$ cat src/inc/adc_ctrl_pkg.sv
// package: register map, field positions, reset values, types for the
// converter control block. assumes a 32-bit AHB-Lite register bus.
package adc_ctrl_pkg;
  // register byte offsets
  localparam logic [7:0] OFF_CONV_CTRL = 8'h00;
  localparam logic [7:0] OFF_CLK_PWR = 8'h04;
  localparam logic [7:0] OFF_PIN_EN = 8'h08;
  localparam logic [7:0] OFF_IRQ_STATUS = 8'h0C;
  localparam logic [7:0] OFF_IRQ_MASK = 8'h10;
  // conversion_control fields
  localparam int START_BIT = 7;
  localparam int BUSY_BIT = 6;
  localparam int CHAN_LSB = 0;
  // converter_clock_power fields
  localparam int PWR_OFF_BIT = 6;
  localparam int REF_SEL_BIT = 5;
  localparam int DIV_LSB = 0;
  localparam int CLK_PWR_ONE_BIT = 7;
  // reset values
  localparam logic [3:0] CHAN_RST = 4'h0;
  localparam logic [2:0] DIV_RST = 3'h0;
  localparam logic [7:0] PIN_EN_RST = 8'h00;
  localparam logic BUSY_RST = 1'b1;
  // number of selectable sources
  localparam int NUM_SOURCES = 10;
  // divider codes
  localparam logic [2:0] DIV_CODE_2 = 3'h0;
  localparam logic [2:0] DIV_CODE_8 = 3'h1;
  localparam logic [2:0] DIV_CODE_32 = 3'h2;
  localparam logic [2:0] DIV_CODE_1 = 3'h4;
  localparam logic [2:0] DIV_CODE_4 = 3'h5;
  localparam logic [2:0] DIV_CODE_16 = 3'h6;
  // converter core handshake
  typedef struct packed {
    logic power_off;
    logic reference_select;
    logic [NUM_SOURCES-1:0] source_onehot;
    logic reset;
    logic start;
  } core_ctrl_s;
  typedef enum logic [2:0] {
    ST_IDLE = 3'b001,
    ST_HOLD = 3'b010,
    ST_RUN = 3'b100
  } conv_state_e;
endpackage : adc_ctrl_pkg

$ cat src/adc_control_registers.sv
// converter control registers with AHB-Lite slave, start sequencing,
// busy flag and end-of-conversion interrupt.
// assumes an external conversion core answering with core_done.
// What this block does
// - conversion begins only after start bit goes high then low
// - start high resets converter and forces busy flag to one
// - busy flag bit 6 read-only; one while converting, zero after
// - control register bits 5 and 4 read as zero
// - four-bit channel code routes one of ten sources to converter
// - power bit 6 zero powers converter on, one powers it down
// - reference bit 5 zero internal supply, one external pin or regulator
// - three-bit clock code divides system clock by 2,8,32,1,4,16
// - clock/power register bit 7 reads as one
// - clock/power register bits 4 and 3 read as zero
// - pin enable bit one makes pin analog input for its channel
// - large variant pin enable bits 7 and 6 select channels 7, 6
// - conversion end clears busy flag and raises interrupt request
//
// The implementer's own choices: the AHB-Lite interface to the registers and the address map.
`timescale 1ns/10ps
`default_nettype none
module adc_control_registers
  import adc_ctrl_pkg::*;
#(
  parameter int PIN_COUNT = 8
) (
  input wire logic clk,
  input wire logic sys_rst,
  input wire logic hsel,
  input wire logic [31:0] haddr,
  input wire logic [1:0] htrans,
  input wire logic hwrite,
  input wire logic [2:0] hsize,
  input wire logic [31:0] hwdata,
  input wire logic hready,
  output logic [31:0] hrdata,
  output logic hreadyout,
  output logic hresp,
  input wire logic core_done,
  output core_ctrl_s core_ctrl,
  output logic converter_tick,
  output logic [7:0] analog_pin_enables,
  output logic irq
);
  if (PIN_COUNT != 6 && PIN_COUNT != 8) begin : g_bad_pins
    $error("PIN_COUNT must be 6 or 8");
  end

  localparam logic [7:0] PIN_MASK = (PIN_COUNT == 8) ? 8'hFF : 8'h3F;

  logic start_bit;
  logic busy;
  logic [3:0] channel_select;
  logic converter_power_off;
  logic reference_select;
  logic [2:0] converter_clock_divider;
  logic [7:0] pin_en;
  logic irq_status;
  logic irq_mask;
  logic conv_done_event;
  conv_state_e state;
  conv_state_e next_state;

  // bus address phase capture
  logic wr_pend;
  logic [7:0] wr_addr;
  logic rd_go;
  logic [7:0] rd_addr;
  logic wr_go;
  logic [7:0] wdata;

  assign rd_go = hsel && hready && htrans[1] && !hwrite;
  assign hreadyout = 1'b1;
  assign hresp = 1'b0;
  assign wr_go = wr_pend;
  assign wdata = hwdata[7:0];
  assign rd_addr = haddr[7:0];

  always_ff @(posedge clk) begin
    if (sys_rst) begin
      wr_pend <= 1'b0;
      wr_addr <= 8'h00;
    end else begin
      wr_pend <= hsel && hready && htrans[1] && hwrite;
      wr_addr <= haddr[7:0];
    end
  end

  // control register writes
  always_ff @(posedge clk) begin
    if (sys_rst) begin
      start_bit <= 1'b0;
      channel_select <= CHAN_RST;
    end else if (wr_go && wr_addr == OFF_CONV_CTRL) begin
      start_bit <= wdata[START_BIT];
      channel_select <= wdata[CHAN_LSB +: 4];
    end
  end

  always_ff @(posedge clk) begin
    if (sys_rst) begin
      converter_power_off <= 1'b0;
      reference_select <= 1'b0;
      converter_clock_divider <= DIV_RST;
    end else if (wr_go && wr_addr == OFF_CLK_PWR) begin
      converter_power_off <= wdata[PWR_OFF_BIT];
      reference_select <= wdata[REF_SEL_BIT];
      converter_clock_divider <= wdata[DIV_LSB +: 3];
    end
  end

  // unimplemented pin bits held at zero
  always_ff @(posedge clk) begin
    if (sys_rst) begin
      pin_en <= PIN_EN_RST;
    end else if (wr_go && wr_addr == OFF_PIN_EN) begin
      pin_en <= wdata & PIN_MASK;
    end
  end

  // sequencer: hold while high, run on fall
  always_comb begin
    next_state = state;
    unique case (state)
      ST_IDLE: if (start_bit) next_state = ST_HOLD;
      ST_HOLD: if (!start_bit) next_state = ST_RUN;
      ST_RUN: begin
        if (start_bit) next_state = ST_HOLD;
        else if (core_done) next_state = ST_IDLE;
      end
      default: next_state = ST_IDLE;
    endcase
  end

  always_ff @(posedge clk) begin
    if (sys_rst) begin
      state <= ST_IDLE;
    end else begin
      state <= next_state;
    end
  end

  assign conv_done_event = state == ST_RUN && !start_bit && core_done;

  always_ff @(posedge clk) begin
    if (sys_rst) begin
      busy <= BUSY_RST;
    end else if (start_bit) begin
      busy <= 1'b1;
    end else if (conv_done_event) begin
      busy <= 1'b0;
    end
  end

  // sticky interrupt, set wins over clear
  always_ff @(posedge clk) begin
    if (sys_rst) begin
      irq_status <= 1'b0;
    end else if (conv_done_event) begin
      irq_status <= 1'b1;
    end else if (wr_go && wr_addr == OFF_IRQ_STATUS && wdata[0]) begin
      irq_status <= 1'b0;
    end
  end

  always_ff @(posedge clk) begin
    if (sys_rst) begin
      irq_mask <= 1'b0;
    end else if (wr_go && wr_addr == OFF_IRQ_MASK) begin
      irq_mask <= wdata[0];
    end
  end

  assign irq = irq_status && irq_mask;

  always_ff @(posedge clk) begin
    if (sys_rst) begin
      core_ctrl <= '0;
      analog_pin_enables <= PIN_EN_RST;
    end else begin
      core_ctrl.power_off <= converter_power_off;
      core_ctrl.reference_select <= reference_select;
      core_ctrl.source_onehot <= (channel_select < 4'(NUM_SOURCES))
        ? NUM_SOURCES'(1) << channel_select : '0;
      core_ctrl.reset <= start_bit;
      core_ctrl.start <= state == ST_HOLD && !start_bit;
      analog_pin_enables <= pin_en;
    end
  end

  adc_clock_divider adc_clock_divider_inst (
    .clk(clk),
    .sys_rst(sys_rst),
    .div_code(converter_clock_divider),
    .run(!converter_power_off),
    .tick(converter_tick)
  );

  always_ff @(posedge clk) begin
    if (sys_rst) begin
      hrdata <= 32'h0000_0000;
    end else if (rd_go) begin
      unique case (rd_addr)
        OFF_CONV_CTRL: hrdata <= {24'h00_0000, start_bit, busy, 2'b00, channel_select};
        OFF_CLK_PWR: hrdata <= {24'h00_0000, 1'b1, converter_power_off,
          reference_select, 2'b00, converter_clock_divider};
        OFF_PIN_EN: hrdata <= {24'h00_0000, pin_en};
        OFF_IRQ_STATUS: hrdata <= {31'h0000_0000, irq_status};
        OFF_IRQ_MASK: hrdata <= {31'h0000_0000, irq_mask};
        default: hrdata <= 32'h0000_0000;
      endcase
    end
  end
endmodule : adc_control_registers
`default_nettype wire

$ cat src/adc_clock_divider.sv
// converter clock enable generator: one tick per divided period.
// assumes divider code is stable except at software writes.
`timescale 1ns/10ps
`default_nettype none
module adc_clock_divider
  import adc_ctrl_pkg::*;
(
  input wire logic clk,
  input wire logic sys_rst,
  input wire logic [2:0] div_code,
  input wire logic run,
  output logic tick
);
  logic [4:0] count;
  logic [4:0] limit;
  logic undefined_code;

  always_comb begin
    undefined_code = 1'b0;
    unique case (div_code)
      DIV_CODE_1: limit = 5'd0;
      DIV_CODE_2: limit = 5'd1;
      DIV_CODE_4: limit = 5'd3;
      DIV_CODE_8: limit = 5'd7;
      DIV_CODE_16: limit = 5'd15;
      DIV_CODE_32: limit = 5'd31;
      default: begin
        limit = 5'd31;
        undefined_code = 1'b1;
      end
    endcase
  end

  always_ff @(posedge clk) begin
    if (sys_rst || !run || count == limit) begin
      count <= 5'd0;
    end else begin
      count <= count + 5'd1;
    end
  end

  always_ff @(posedge clk) begin
    if (sys_rst) begin
      tick <= 1'b0;
    end else begin
      tick <= run && !undefined_code && count == limit;
    end
  end
endmodule : adc_clock_divider
`default_nettype wire

$ cat config.mk
export PLATFORM = sky130hd
export DESIGN_NAME = adc_control_registers
export DESIGN_NICKNAME = d
export VERILOG_FILES = /design/src/inc/adc_ctrl_pkg.sv /design/src/adc_control_registers.sv /design/src/adc_clock_divider.sv
export SDC_FILE = /design/constraint.sdc
export NUM_CORES = 1
export LEC_CHECK = 0
export ABC_AREA = 1
export BUFFER_PORTS_ARGS = -buffer_cell sky130_fd_sc_hd__buf_2
export CAP_MARGIN = 20
export CORE_UTILIZATION = 48
export CTS_BUF_LIST = sky130_fd_sc_hd__clkbuf_4
export CTS_CLUSTER_SIZE = 24
export DETAILED_ROUTE_END_ITERATION = 10
export GPL_ROUTABILITY_DRIVEN = 0
export PLACE_DENSITY = 0.86
export SLEW_MARGIN = 20
export SYNTH_ARGS = -nofsm -noshare
export SYNTH_HDL_FRONTEND = slang
export SYNTH_HIERARCHICAL = 1
export SYNTH_SLANG_ARGS = --single-unit
$ cat constraint.sdc
create_clock -name clk -period 1.6 [get_ports clk]
set_clock_uncertainty 0.1 [all_clocks]
set_input_delay 0.24 -clock clk [delete_from_list [all_inputs] [get_ports clk]]
set_output_delay 0.24 -clock clk [all_outputs]
set_load 0.02 [all_outputs]
# Yosys cells after proc, flatten, opt, wreduce, memory -nomap -nowiden
# Cells that the tools add are included.
[totals]
regBits = 93
inputBits = 75
out_inout_bits = 58
wordCells = 83
[classes]
n_addsub = 1
order_cmp = 1
eq_ne = 20
shifts = 1
mux = 9
bitwise = 1
reduce_logical = 29
[op_table]
columns = ["cell", "n"]
rows = [
  ["$pmux 8 s5", 1],
  ["$eq 8x4->1 const B", 4],
  ["$pmux 5 s5", 1],
  ["$eq 8x3->1 const B", 2],
  ["$eq 8x5->1 const B", 2],
  ["$logic_and 1x1->1", 16],
  ["$logic_not 8->1", 2],
  ["$eq 3x3->1 const B", 4],
  ["$mux 3", 4],
  ["$shl 1x4->10 const A", 1],
  ["$pmux 3 s3", 1],
  ["$eq 3x1->1 const B", 2],
  ["$eq 3x2->1 const B", 2],
  ["$reduce_or 6->1", 1],
  ["$add 5x1->5 const B", 1],
  ["$eq 5x5->1", 1],
  ["$lt 4x4->1 const B", 1],
  ["$ne 2x2->1 const B", 2],
  ["$reduce_or 2->1", 2],
  ["$logic_not 1->1", 3],
  ["$logic_not 3->1", 1],
  ["$ne 3x3->1 const B", 1],
  ["$reduce_and 3->1", 1],
  ["$logic_or 1x1->1", 2],
  ["3 further kinds", 4],
]

# Depth between registers and ports, before layout
# Gate-level depths: netlist (run 1).
[logic_depth]
depth_word = 5
depth_mapped = 9
depth_no_buf = 9

# By module
# Netlist (run 1), hierarchy kept.
[modules_own_cells]
columns = ["module", "n_inst", "cells_per_inst", "area_per_inst_um2", "seq_area_each_um2"]
rows = [
  ["adc_control_registers", 1, 333, 2592.5, 1261.2],
  ["adc_clock_divider", 1, 49, 326.6, 120.1],
]

# Worst setup path after synthesis (run 1)
# OpenSTA, ideal clock, no wires.
[synth_path]
path_type = "register to register"
start = "register wr_addr[1]"
end = "register pin_en[2]"
setup_time_ps = 119
arrival_ps = 978
required_time_ps = 1381
setup_slack_ps = 402
stages_incl_launch_ff = 8
path_buffers = 1
synth_period_minus_slack_ps = 1198
cell_sequence = "dfxtp_1 -> nor2_2 -> inv_2 -> nor2_1 -> nand2_2 -> buf_6 -> o21ai_0 -> a21oi_1"
[synth_via]
elab_chain_cells = 2
[synth_lines]
columns = ["item", "line", "rtl"]
rows = [
  ["start, declared", "adc_control_registers.sv:66", "logic [7:0] wr_addr;"],
  ["start signal, assigned", "adc_control_registers.sv:85", "wr_addr <= haddr[7:0];"],
  ["$eq 8x4->1", "adc_control_registers.sv:116", "end else if (wr_go && wr_addr == OFF_PIN_EN) begin"],
  ["$logic_and 1x1->1", "adc_control_registers.sv:116", ""],
  ["end signal, assigned", "adc_control_registers.sv:117", "pin_en <= wdata & PIN_MASK;"],
  ["end, declared", "adc_control_registers.sv:57", "logic [7:0] pin_en;"],
]
# Every way passes these cells.
# A chain may end at the register's enable or synchronous reset.

# Worst setup path after layout (run 1)
[layout_path]
start = "input port haddr[0]"
end = "register hrdata[5]"
[layout_via]
elab_chain_cells = 2
elab_cells_between_ends = 6
cone_classes = "eq/ne (4); mux (1); reduce/logical (1)"
[layout_lines]
columns = ["item", "line", "rtl"]
rows = [
  ["start, declared", "adc_control_registers.sv:30", "input wire logic [31:0] haddr,"],
  ["$eq 8x5->1 (tied with other cells)", "adc_control_registers.sv:203", "unique case (rd_addr)"],
  ["$pmux 8 s5 (*)", "adc_control_registers.sv:203", ""],
  ["end signal, assigned", "adc_control_registers.sv:204", "OFF_CONV_CTRL: hrdata <= {24'h00_0000, start_bit, busy, 2'b00, channel_select};"],
  ["end signal, assigned", "adc_control_registers.sv:205", "OFF_CLK_PWR: hrdata <= {24'h00_0000, 1'b1, converter_power_off,"],
  ["end signal, assigned", "adc_control_registers.sv:207", "OFF_PIN_EN: hrdata <= {24'h00_0000, pin_en};"],
  ["end, declared", "adc_control_registers.sv:36", "output logic [31:0] hrdata,"],
]
# Every way passes the cells marked *; elsewhere a longest branch is shown, timed or not.

==> run summary, run 1 <==
The run finished with clean final reports. The worst path uses 94.2% of the clock period. The top cell types in the final layout, fill and taps aside, are sky130_fd_sc_hd__dfxtp_1, sky130_fd_sc_hd__nor2_1, sky130_fd_sc_hd__buf_2. Origin of the worst min-delay path: sys_rst. The number of antenna diodes in the final layout is 0. The die covers 6400 sq um. For the H-tree level count, the log shows 3.

The destination of the worst register-to-register timing path is converter_clock_divider[1]. The logs give 6 for the iteration count of the initial detailed-routing pass and 0.41 ns for the clock latency on the worst-skew pair. The number of setup buffers added after CTS is 0.

The I/O pin count was 133; the peak supply drop was 0.470 mV. At the worst endpoint, the arrival time is 1.76 ns. TritonCTS built the clock tree. For this run the aggregate overflow at the end of global routing stands at 0.

The total wire length after detailed routing was 6.35 mm. The run gives 531 as the net total in the final layout. Yosys warning count: 6. The logs give 0 for the final hold violation count and 509 for the number of fill cells. The number of antenna-violating nets in the routed design is 0, and the die extent in x is 80.0 um. The worst hold path passes through 2 cells.

In the post-synthesis netlist, the biggest area contributors are sky130_fd_sc_hd__dfxtp_1, sky130_fd_sc_hd__nor2_1, sky130_fd_sc_hd__buf_4. The clock-pin slew reported for the worst setup and hold paths after clock tree synthesis is 0.11 ns, and the all-layer global routing usage is 21.2%. The setup path with the least slack is of type input pin to register.

The share of synthesized area in the top cell type comes to 47.3%. For the number of standard cells in the final layout excluding fillers, the log shows 535. The number of clock buffers added by TritonCTS is 9. Counting every instance in the synthesized netlist gives 382. The area of the mapped netlist is 2920 sq um, and the number of cell instances on the worst register-to-register path is 6. The number of flip-flops and latches in the synthesized netlist came out at 69. In this run the clock root is driven by a sky130_fd_sc_hd__clkbuf_4. After detailed placement, the total cell area comes to 3150 sq um. The area growth from synthesis to layout is 19.2%.

The tools report the total negative setup slack as 0 ns. The run gives 3480 uW as the overall power after layout. Static timing analysis puts the maximum clock frequency at 0.663 GHz. The number of global-route vias before repair was 2342; the first-pass GRT wire length was 10.3 mm. The area of all placed cells without fillers was 3480 sq um; the synthesized area per cell was 7.64 sq um. The register-to-register setup slack was 0.19 ns; the critical-path maximum fanout was 5.

The initialized floorplan defines 28 standard-cell rows. Headroom to the max-slew limit came out at 63.3%. The number of placed instances, taps included was 503. The tools report the category of the worst setup path capture point as a register. The number of setup violations in the final report was 0. Power spread over the standard cell area amounts to 1000 nW/um^2.

In the routed design, unresolved DRC markers number 0. The most common cell after layout, fill and taps aside is sky130_fd_sc_hd__dfxtp_1. Summing the sequential cell areas from Yosys gives 47.3% of the chip area. The vias after detailed routing came out at 2620. The worst hold endpoint was analog_pin_enables[2]. Once the floorplan was initialized, standard cells occupied 49.6% of the core. In the final routed layout, each cell accounts on average for 11.9 um. The area of the placeable core came out at 5890 sq um. The run gives 69 as the clock net sink count. Detailed placement finished with a half-perimeter wire length of 4.46 mm.

The tools report the initial antenna violation count as 0. After the first detailed-routing iteration, the DRC count stood at 322. For the pin with the worst max-slew slack, the measured transition is 0.550 ns. Counting along the longest clock path gives a buffer depth of 2. End-of-flow core utilization: 59.1%. In this run the worst hold path is classified as input pin to register. The worst setup path is launched from an input pin. sky130_fd_sc_hd__dfxtp_1 takes more of the synthesized area than any other cell. Using the TritonRoute via totals, the vias-per-cell ratio works out to 4.90. Counting I/O delays and the setup requirement, the final critical path takes 1.51 ns. The fraction of layout instances using a drive strength above 1 is 21.7%.

The run gives 23 as the pin count of the biggest net entering global routing. For the number of slew-limit violations in the final report, the log shows 0. Max-cap violations in this run came to 0. Setup repair after global routing left no endpoint under its margin. The analysis attributes to cell leakage a power of 0.00160 uW. The required time at the worst-slack endpoint was 1.85 ns; the die boundary height was 80.0 um.

The number of input and output port buffers inserted was 54. The distinct cell type count of the synthesized netlist came out at 30. The worst register-to-register path begins at wr_addr[7].
-- routing by layer --
metal	wire length [um]	up-vias	global-route usage, %
met4	97	0	10.2
met3	401	11	5.03
met5	0	-	0
met1	2560	1191	25.2
li1	-	1299	-
met2	3290	119	35.6
-- cells by family after synthesis --
kind of cell | count (synthesis) | share of synthesized area (%)
buffers and inverters | 82 | 14.5
XOR/XNOR | 3 | 0.900
flip-flops | 69 | 47.3
adder cells (fa/ha/maj) | 1 | 0.429
other | 2 | 0.257
AND/OR/NAND/NOR | 173 | 27.0
AO/OA/AOI/OAI | 52 | 9.60
-- Yosys cell counts --
cell	instances
sky130_fd_sc_hd__o21ai_0	24
sky130_fd_sc_hd__a21oi_2	5
sky130_fd_sc_hd__conb_1	2
sky130_fd_sc_hd__nand4_1	2
sky130_fd_sc_hd__xnor2_1	2
sky130_fd_sc_hd__a31oi_1	1
sky130_fd_sc_hd__nand3_2	2
sky130_fd_sc_hd__xor2_1	1
sky130_fd_sc_hd__dfxtp_1	69
sky130_fd_sc_hd__nand3b_1	2
sky130_fd_sc_hd__buf_4	26
sky130_fd_sc_hd__buf_2	3
sky130_fd_sc_hd__or2_1	1
sky130_fd_sc_hd__nor4_1	2
sky130_fd_sc_hd__nand4_2	1
sky130_fd_sc_hd__nor2_1	61
sky130_fd_sc_hd__nor2_4	3
sky130_fd_sc_hd__a21oi_1	18
sky130_fd_sc_hd__buf_6	2
sky130_fd_sc_hd__nor2_2	5
sky130_fd_sc_hd__inv_2	4
sky130_fd_sc_hd__nand2_2	7
sky130_fd_sc_hd__nand2_1	52
sky130_fd_sc_hd__inv_1	42
sky130_fd_sc_hd__ha_1	1
sky130_fd_sc_hd__o21ai_1	4
sky130_fd_sc_hd__nor3_1	8
sky130_fd_sc_hd__clkinv_1	1
sky130_fd_sc_hd__nand3_1	27
sky130_fd_sc_hd__clkbuf_1	4
-- worst max-delay path, cell delays in order --
cell and delay (ns):
sky130_fd_sc_hd__dlygate4sd3_1 0.54, sky130_fd_sc_hd__buf_2 0.13, sky130_fd_sc_hd__inv_1 0.08, sky130_fd_sc_hd__nand2_2 0.10
sky130_fd_sc_hd__nor2_2 0.26, sky130_fd_sc_hd__nand2_1 0.11, sky130_fd_sc_hd__o21ai_1 0.13, sky130_fd_sc_hd__nand2_1 0.06
sky130_fd_sc_hd__a21oi_1 0.12
-- metrics by stage --
step / hold slack [ns] / worst slack [ns]
after floorplan: 0.247 / 0.402
after global placement: 0.341 / 0.227
after detailed placement: 0.348 / 0.208
after CTS: 0.0193 / 0.0929
after global routing: 0.0283 / 0.00249
final: 0.0375 / 0.0925
-- how the worst max path moves through the flow --
stage / slack (ns) / startpoint / end / depth (start not counted)
6_report: 0.09 / haddr[0] / hrdata[5] / 9
5_1_grt: 0.002 / haddr[0] / hrdata[5] / 9
4_1_cts: 0.09 / haddr[7] / hrdata[2] / 9
3_5_place_dp: 0.21 / haddr[7] / hrdata[2] / 8
3_3_place_gp: 0.23 / haddr[7] / hrdata[2] / 8
2_1_floorplan: 0.40 / wr_addr[1] / pin_en[2] / 7
-- report_power, final --
part           internal [uW]  switching [uW]  leakage [uW]
registers               1770            34.3      0.000559
logic                    143             272      0.000958
clock network            648             618     0.0000786
total                   2560             925       0.00160
-- state kept, by name, summed over array words and instances, names as in the netlist, 3 cells and up --
| signal | cells |
|---|---|
| core_ctrl | 14 |
| analog_pin_enables | 8 |
| hrdata | 8 |
| pin_en | 8 |
| wr_addr | 8 |
| adc_clock_divider_inst/count | 5 |
| channel_select | 4 |
| converter_clock_divider | 3 |
| state | 3 |
-- final cells by class --
| class | count | area, sq um | area share (%) |
|---|---|---|---|
| Clock buffer | 10 | 75.1 | 2.16 |
| Clock inverter | 6 | 87.6 | 2.52 |
| Inverter | 47 | 179 | 5.14 |
| Multi-Input combinational cell | 255 | 1210 | 34.7 |
| Sequential cell | 69 | 1380 | 39.7 |
| Tap cell | 75 | 93.8 | 2.70 |
| Timing Repair Buffer | 73 | 453 | 13.0 |
-- timing repair --
| action | 4_1_cts | 5_1_grt |
|---|---|---|
| hold buffers | 16 | 0 |
| endpoints found under the hold margin | 14 | 0 |
| endpoints found under the setup margin | 0 | 5 |
| resized for setup | 0 | 2 |
(Power assumes the default switching activity.)
==> inputs of run 2 (changes only) <==
--- a/config.mk
+++ b/config.mk
@@ -17,5 +17,4 @@
 export SLEW_MARGIN = 20
 export SYNTH_ARGS = -nofsm -noshare
 export SYNTH_HDL_FRONTEND = slang
-export SYNTH_HIERARCHICAL = 1
 export SYNTH_SLANG_ARGS = --single-unit
==> run summary, run 2 <==
The run finished with clean final reports. The I/O pin count is 133 (unchanged), and the number of flip-flops and latches in the synthesized netlist is 69 (unchanged). The tightest hold margin was 0.00990 ns (-0.0276 ns); the shortest clock period the worst path allows after layout was 1.52 ns (+0.00805 ns). Traced cell by cell, the critical path runs through dlygate4sd3_1 -> buf_2 -> inv_1 -> nand2_1 -> nor2_2 -> nand3_1 -> nand3_1 -> nand2_1 -> a21oi_1. The tools report the clock net sink count as 69 (unchanged). The per-cell via count in the routed design is 4.93 (+0.76%), and the number of antenna-violating nets in the routed design is 0 (unchanged). The initial antenna violation count was 0 (unchanged). For the critical path arrival, the log shows 1.76 ns (about the same).

The top cell types in the final layout, fill and taps aside, are sky130_fd_sc_hd__dfxtp_1, sky130_fd_sc_hd__nand2_1, sky130_fd_sc_hd__buf_2. The total cell area at the placement stage was 3120 sq um (-0.76%); the total negative setup slack was 0 ns (unchanged). The max-cap check violation count is 0 (unchanged), and the distinct cell type count of the synthesized netlist is 32 (+6.7%). The final global-route overflow total is 0 (unchanged). The slowest library cell on the worst path was sky130_fd_sc_hd__dlygate4sd3_1. The register-to-register setup slack was 0.21 ns (+0.02 ns).

The relative slew slack was 59.5% (-3.8 points); the Yosys warning count was 0 (-6). The clock latency on the worst-skew pair came out at 0.41 ns (about the same). The run gives 0.707 mV (+50%) as the peak supply drop.

Worst slack at placement: 0.135 ns (-0.0731 ns). Counting flops per register, the top entry is core_ctrl. The number of fill cells was 495 (-2.8%). The worst path buffer plus inverter count works out to 3 (unchanged). The number of input and output port buffers inserted was 54 (unchanged); the overall power after layout was 3400 uW (-2.5%).

For the floorplan row count, the log shows 27 (-3.6%). The worst stage delay on the critical path works out to 0.54 ns (about the same). The path with the worst hold slack has its endpoint at wr_go. The actual transition at the worst max-transition pin was 0.606 ns (+0.0564 ns).

Number of cell instances on the worst register-to-register path: 7 (+1). The area growth from synthesis to layout is 19.3%. The share of the clock period used by the worst path after layout is 94.7% (+0.50 points), and the all-layer global routing usage is 20.6% (-0.57 points). For the CTS buffer count, the log shows 9 (unchanged). The register area share after synthesis was 48.2% (+0.87 points). Critical-path maximum fanout: 6 (+1). The worst hold path depth came out at 3 (+1). The share of flip-flops with an asynchronous set or reset after synthesis was 0% (unchanged). Number of slew-limit violations in the final report: 0 (unchanged). The kind of start point of the critical path was an input pin. The run gives 23 (unchanged) as the pin count of the biggest net entering global routing. The clock-pin slew reported for the worst setup and hold paths after clock tree synthesis is 0.10 ns (about the same), and the first-pass GRT wire length is 9.78 mm (-4.7%).

Category of the worst setup path capture point: a register. For the count of unresolved DRC violations after routing, the log shows 0 (unchanged). In this run the critical register-to-register path is launched from wr_addr[5]. The cell with the most instances after synthesis is sky130_fd_sc_hd__dfxtp_1. For the maximum frequency from static timing analysis, the log shows 0.660 GHz (-0.53%).

The count of antenna diodes in the layout is 0 (unchanged). The library cell used most frequently in the layout, excluding fill and tap cells, is sky130_fd_sc_hd__dfxtp_1. The number of flip-flops in the largest register is 14 (unchanged), and the area of the placeable core is 5640 sq um (-4.1%). Total die area: 6280 sq um (-1.8%). The share of the synthesized area in the top cell type works out to 48.2% (+0.87 points). The die extent in x was 79.3 um (-0.89%). The H-tree level count came out at 3 (unchanged).

The area of the mapped netlist was 2870 sq um (-1.8%). The destination of the worst register-to-register timing path is pin_en[3]. The synthesized area per cell is 7.73 sq um (+1.1%). The die boundary height is 79.3 um (-0.89%), and the vias after detailed routing is 2561 (-2.3%). By area the synthesized netlist is led by sky130_fd_sc_hd__dfxtp_1, sky130_fd_sc_hd__nand2_1, sky130_fd_sc_hd__buf_4. The area of all placed cells without fillers came out at 3420 sq um (-1.7%). The run gives 5 (-1) as the iteration count of the initial detailed-routing pass. Grouping stages by cell kind, the critical path spends the most delay in buffers and inverters. The worst hold path belongs to the class input pin to register.

The number of global-route vias before repair is 2250 (-3.9%). Count of routing violations after the opening detailed-route iteration: 146 (-55%). For the buffer depth of the longest clock path, the log shows 2 (unchanged). The detailed placement HPWL is 4.34 mm (-2.8%). Post-synthesis cell count: 371 (-2.9%).

The fraction of layout instances using a drive strength above 1 is 21.0% (-0.71 points), and the average wire length per cell after detail routing is 11.9 um (+0.37%). Library cell with the largest summed area after synthesis: sky130_fd_sc_hd__dfxtp_1. For this run, the leading register cell type out of synthesis is sky130_fd_sc_hd__dfxtp_1. The root buffer cell is sky130_fd_sc_hd__clkbuf_4. TritonCTS built the clock tree.

The tools report the total wire length after detailed routing as 6.18 mm (-2.6%). The total power density per cell area came out at 993 nW/um^2 (-0.80%). The logs give 1.84 ns (about the same) for the required time at the worst-slack endpoint and 0.00155 uW (-2.8%) for the static power due to leakage. The tools report the worst-case setup margin in the final layout as 0.0845 ns (-0.00805 ns). The commonest cells after synthesis are sky130_fd_sc_hd__dfxtp_1, sky130_fd_sc_hd__nand2_1, sky130_fd_sc_hd__nor2_1, sky130_fd_sc_hd__inv_1, sky130_fd_sc_hd__a21oi_1. The final hold violation count came out at 0 (unchanged). The worst setup path is of the input pin to register kind. The run gives 50.8% (+1.2 points) as the effective utilization at floorplan.

For the number of setup violations in the final report, the log shows 0 (unchanged). The startpoint identified for the worst hold timing path is hready. The net total in the final layout was 520 (-2.1%); the count of flip-flops with a built-in enable after synthesis was 0 (unchanged).
[run 2: cell count changes in the layout (fill, tap and decap cells not counted), sizes merged, moves of 3 or more]
cell / previous run / this run
a21oi: 23 / 32
buf: 57 / 61
clkinvlp: 3 / 0
dlygate4sd3: 16 / 12
nor2: 69 / 51
[run 2: how the worst max path moves through the flow]
stage	start	slack, ns	cells after the start	endpoint
floorplan	wr_go	0.35	6	pin_en[6]
global placement	sys_rst	0.20	4	pin_en[4]
detailed placement	sys_rst	0.13	4	pin_en[3]
CTS	haddr[1]	0.05	9	hrdata[6]
global route	haddr[3]	-0.008	9	hrdata[2]
finish	haddr[0]	0.08	9	hrdata[6]
[run 2: metrics by stage]
step / util [%] / instances
2_1_floorplan: - / 395
3_3_place_gp: 55.4 / 491
3_5_place_dp: 55.4 / 491
4_1_cts: 60.1 / 517
5_1_grt: 60.6 / 519
6_report: 60.6 / 519
[run 2: metal layers]
metal | share of wire, % | vias to the layer above | track usage (%)
li1 | - | 1279 | -
met5 | 0 | - | 0
met3 | 5.5 | 14 | 4.37
met2 | 51 | 94 | 36.0
met1 | 41 | 1174 | 22.8
met4 | 2.2 | 0 | 12.2
[run 2: kinds of logic (layout without fill, tap and decap cells)]
logic type | Yosys count | in the layout | synth area share [%]
and+or+nand+nor | 155 | 155 | 24.6
DFF | 69 | 69 | 48.2
AOI/OAI and AO/OA | 61 | 61 | 11.3
other | 2 | 26 | 0.262
buffers and inverters | 80 | 132 | 14.4
xor gates and xnor gates | 3 | 3 | 0.917
adders and majority gates | 1 | 1 | 0.436
[run 2: layout make-up]
cell class / instances / area, sq um / area share, %
flip-flops and latches: 69 / 1380 / 40.4
multi-input cells: 246 / 1180 / 34.4
repair buffers: 73 / 455 / 13.3
inverters: 45 / 171 / 5.01
well taps: 72 / 90.1 / 2.63
clock inverters: 5 / 77.6 / 2.27
clock buffers: 9 / 67.6 / 1.98
[run 2: tightest hold or removal path, delay by kind of cell]
family	cells	cell delay [ns]
and+or+nand+nor	2	0.15
buffers and inverters	1	0.09
[run 2: report_power, final]
part,total [uW],switching [uW],internal (uW)
logic,400,264,136
registers,1800,37.6,1770
clock network,1190,580,612
total,3400,882,2510
[run 2: timing repair]
action,in CTS,in global routing
resized for setup,0,6
hold buffers,12,0
setup buffers,0,2
setup endpoints to repair,0,7
hold endpoints to repair,12,0
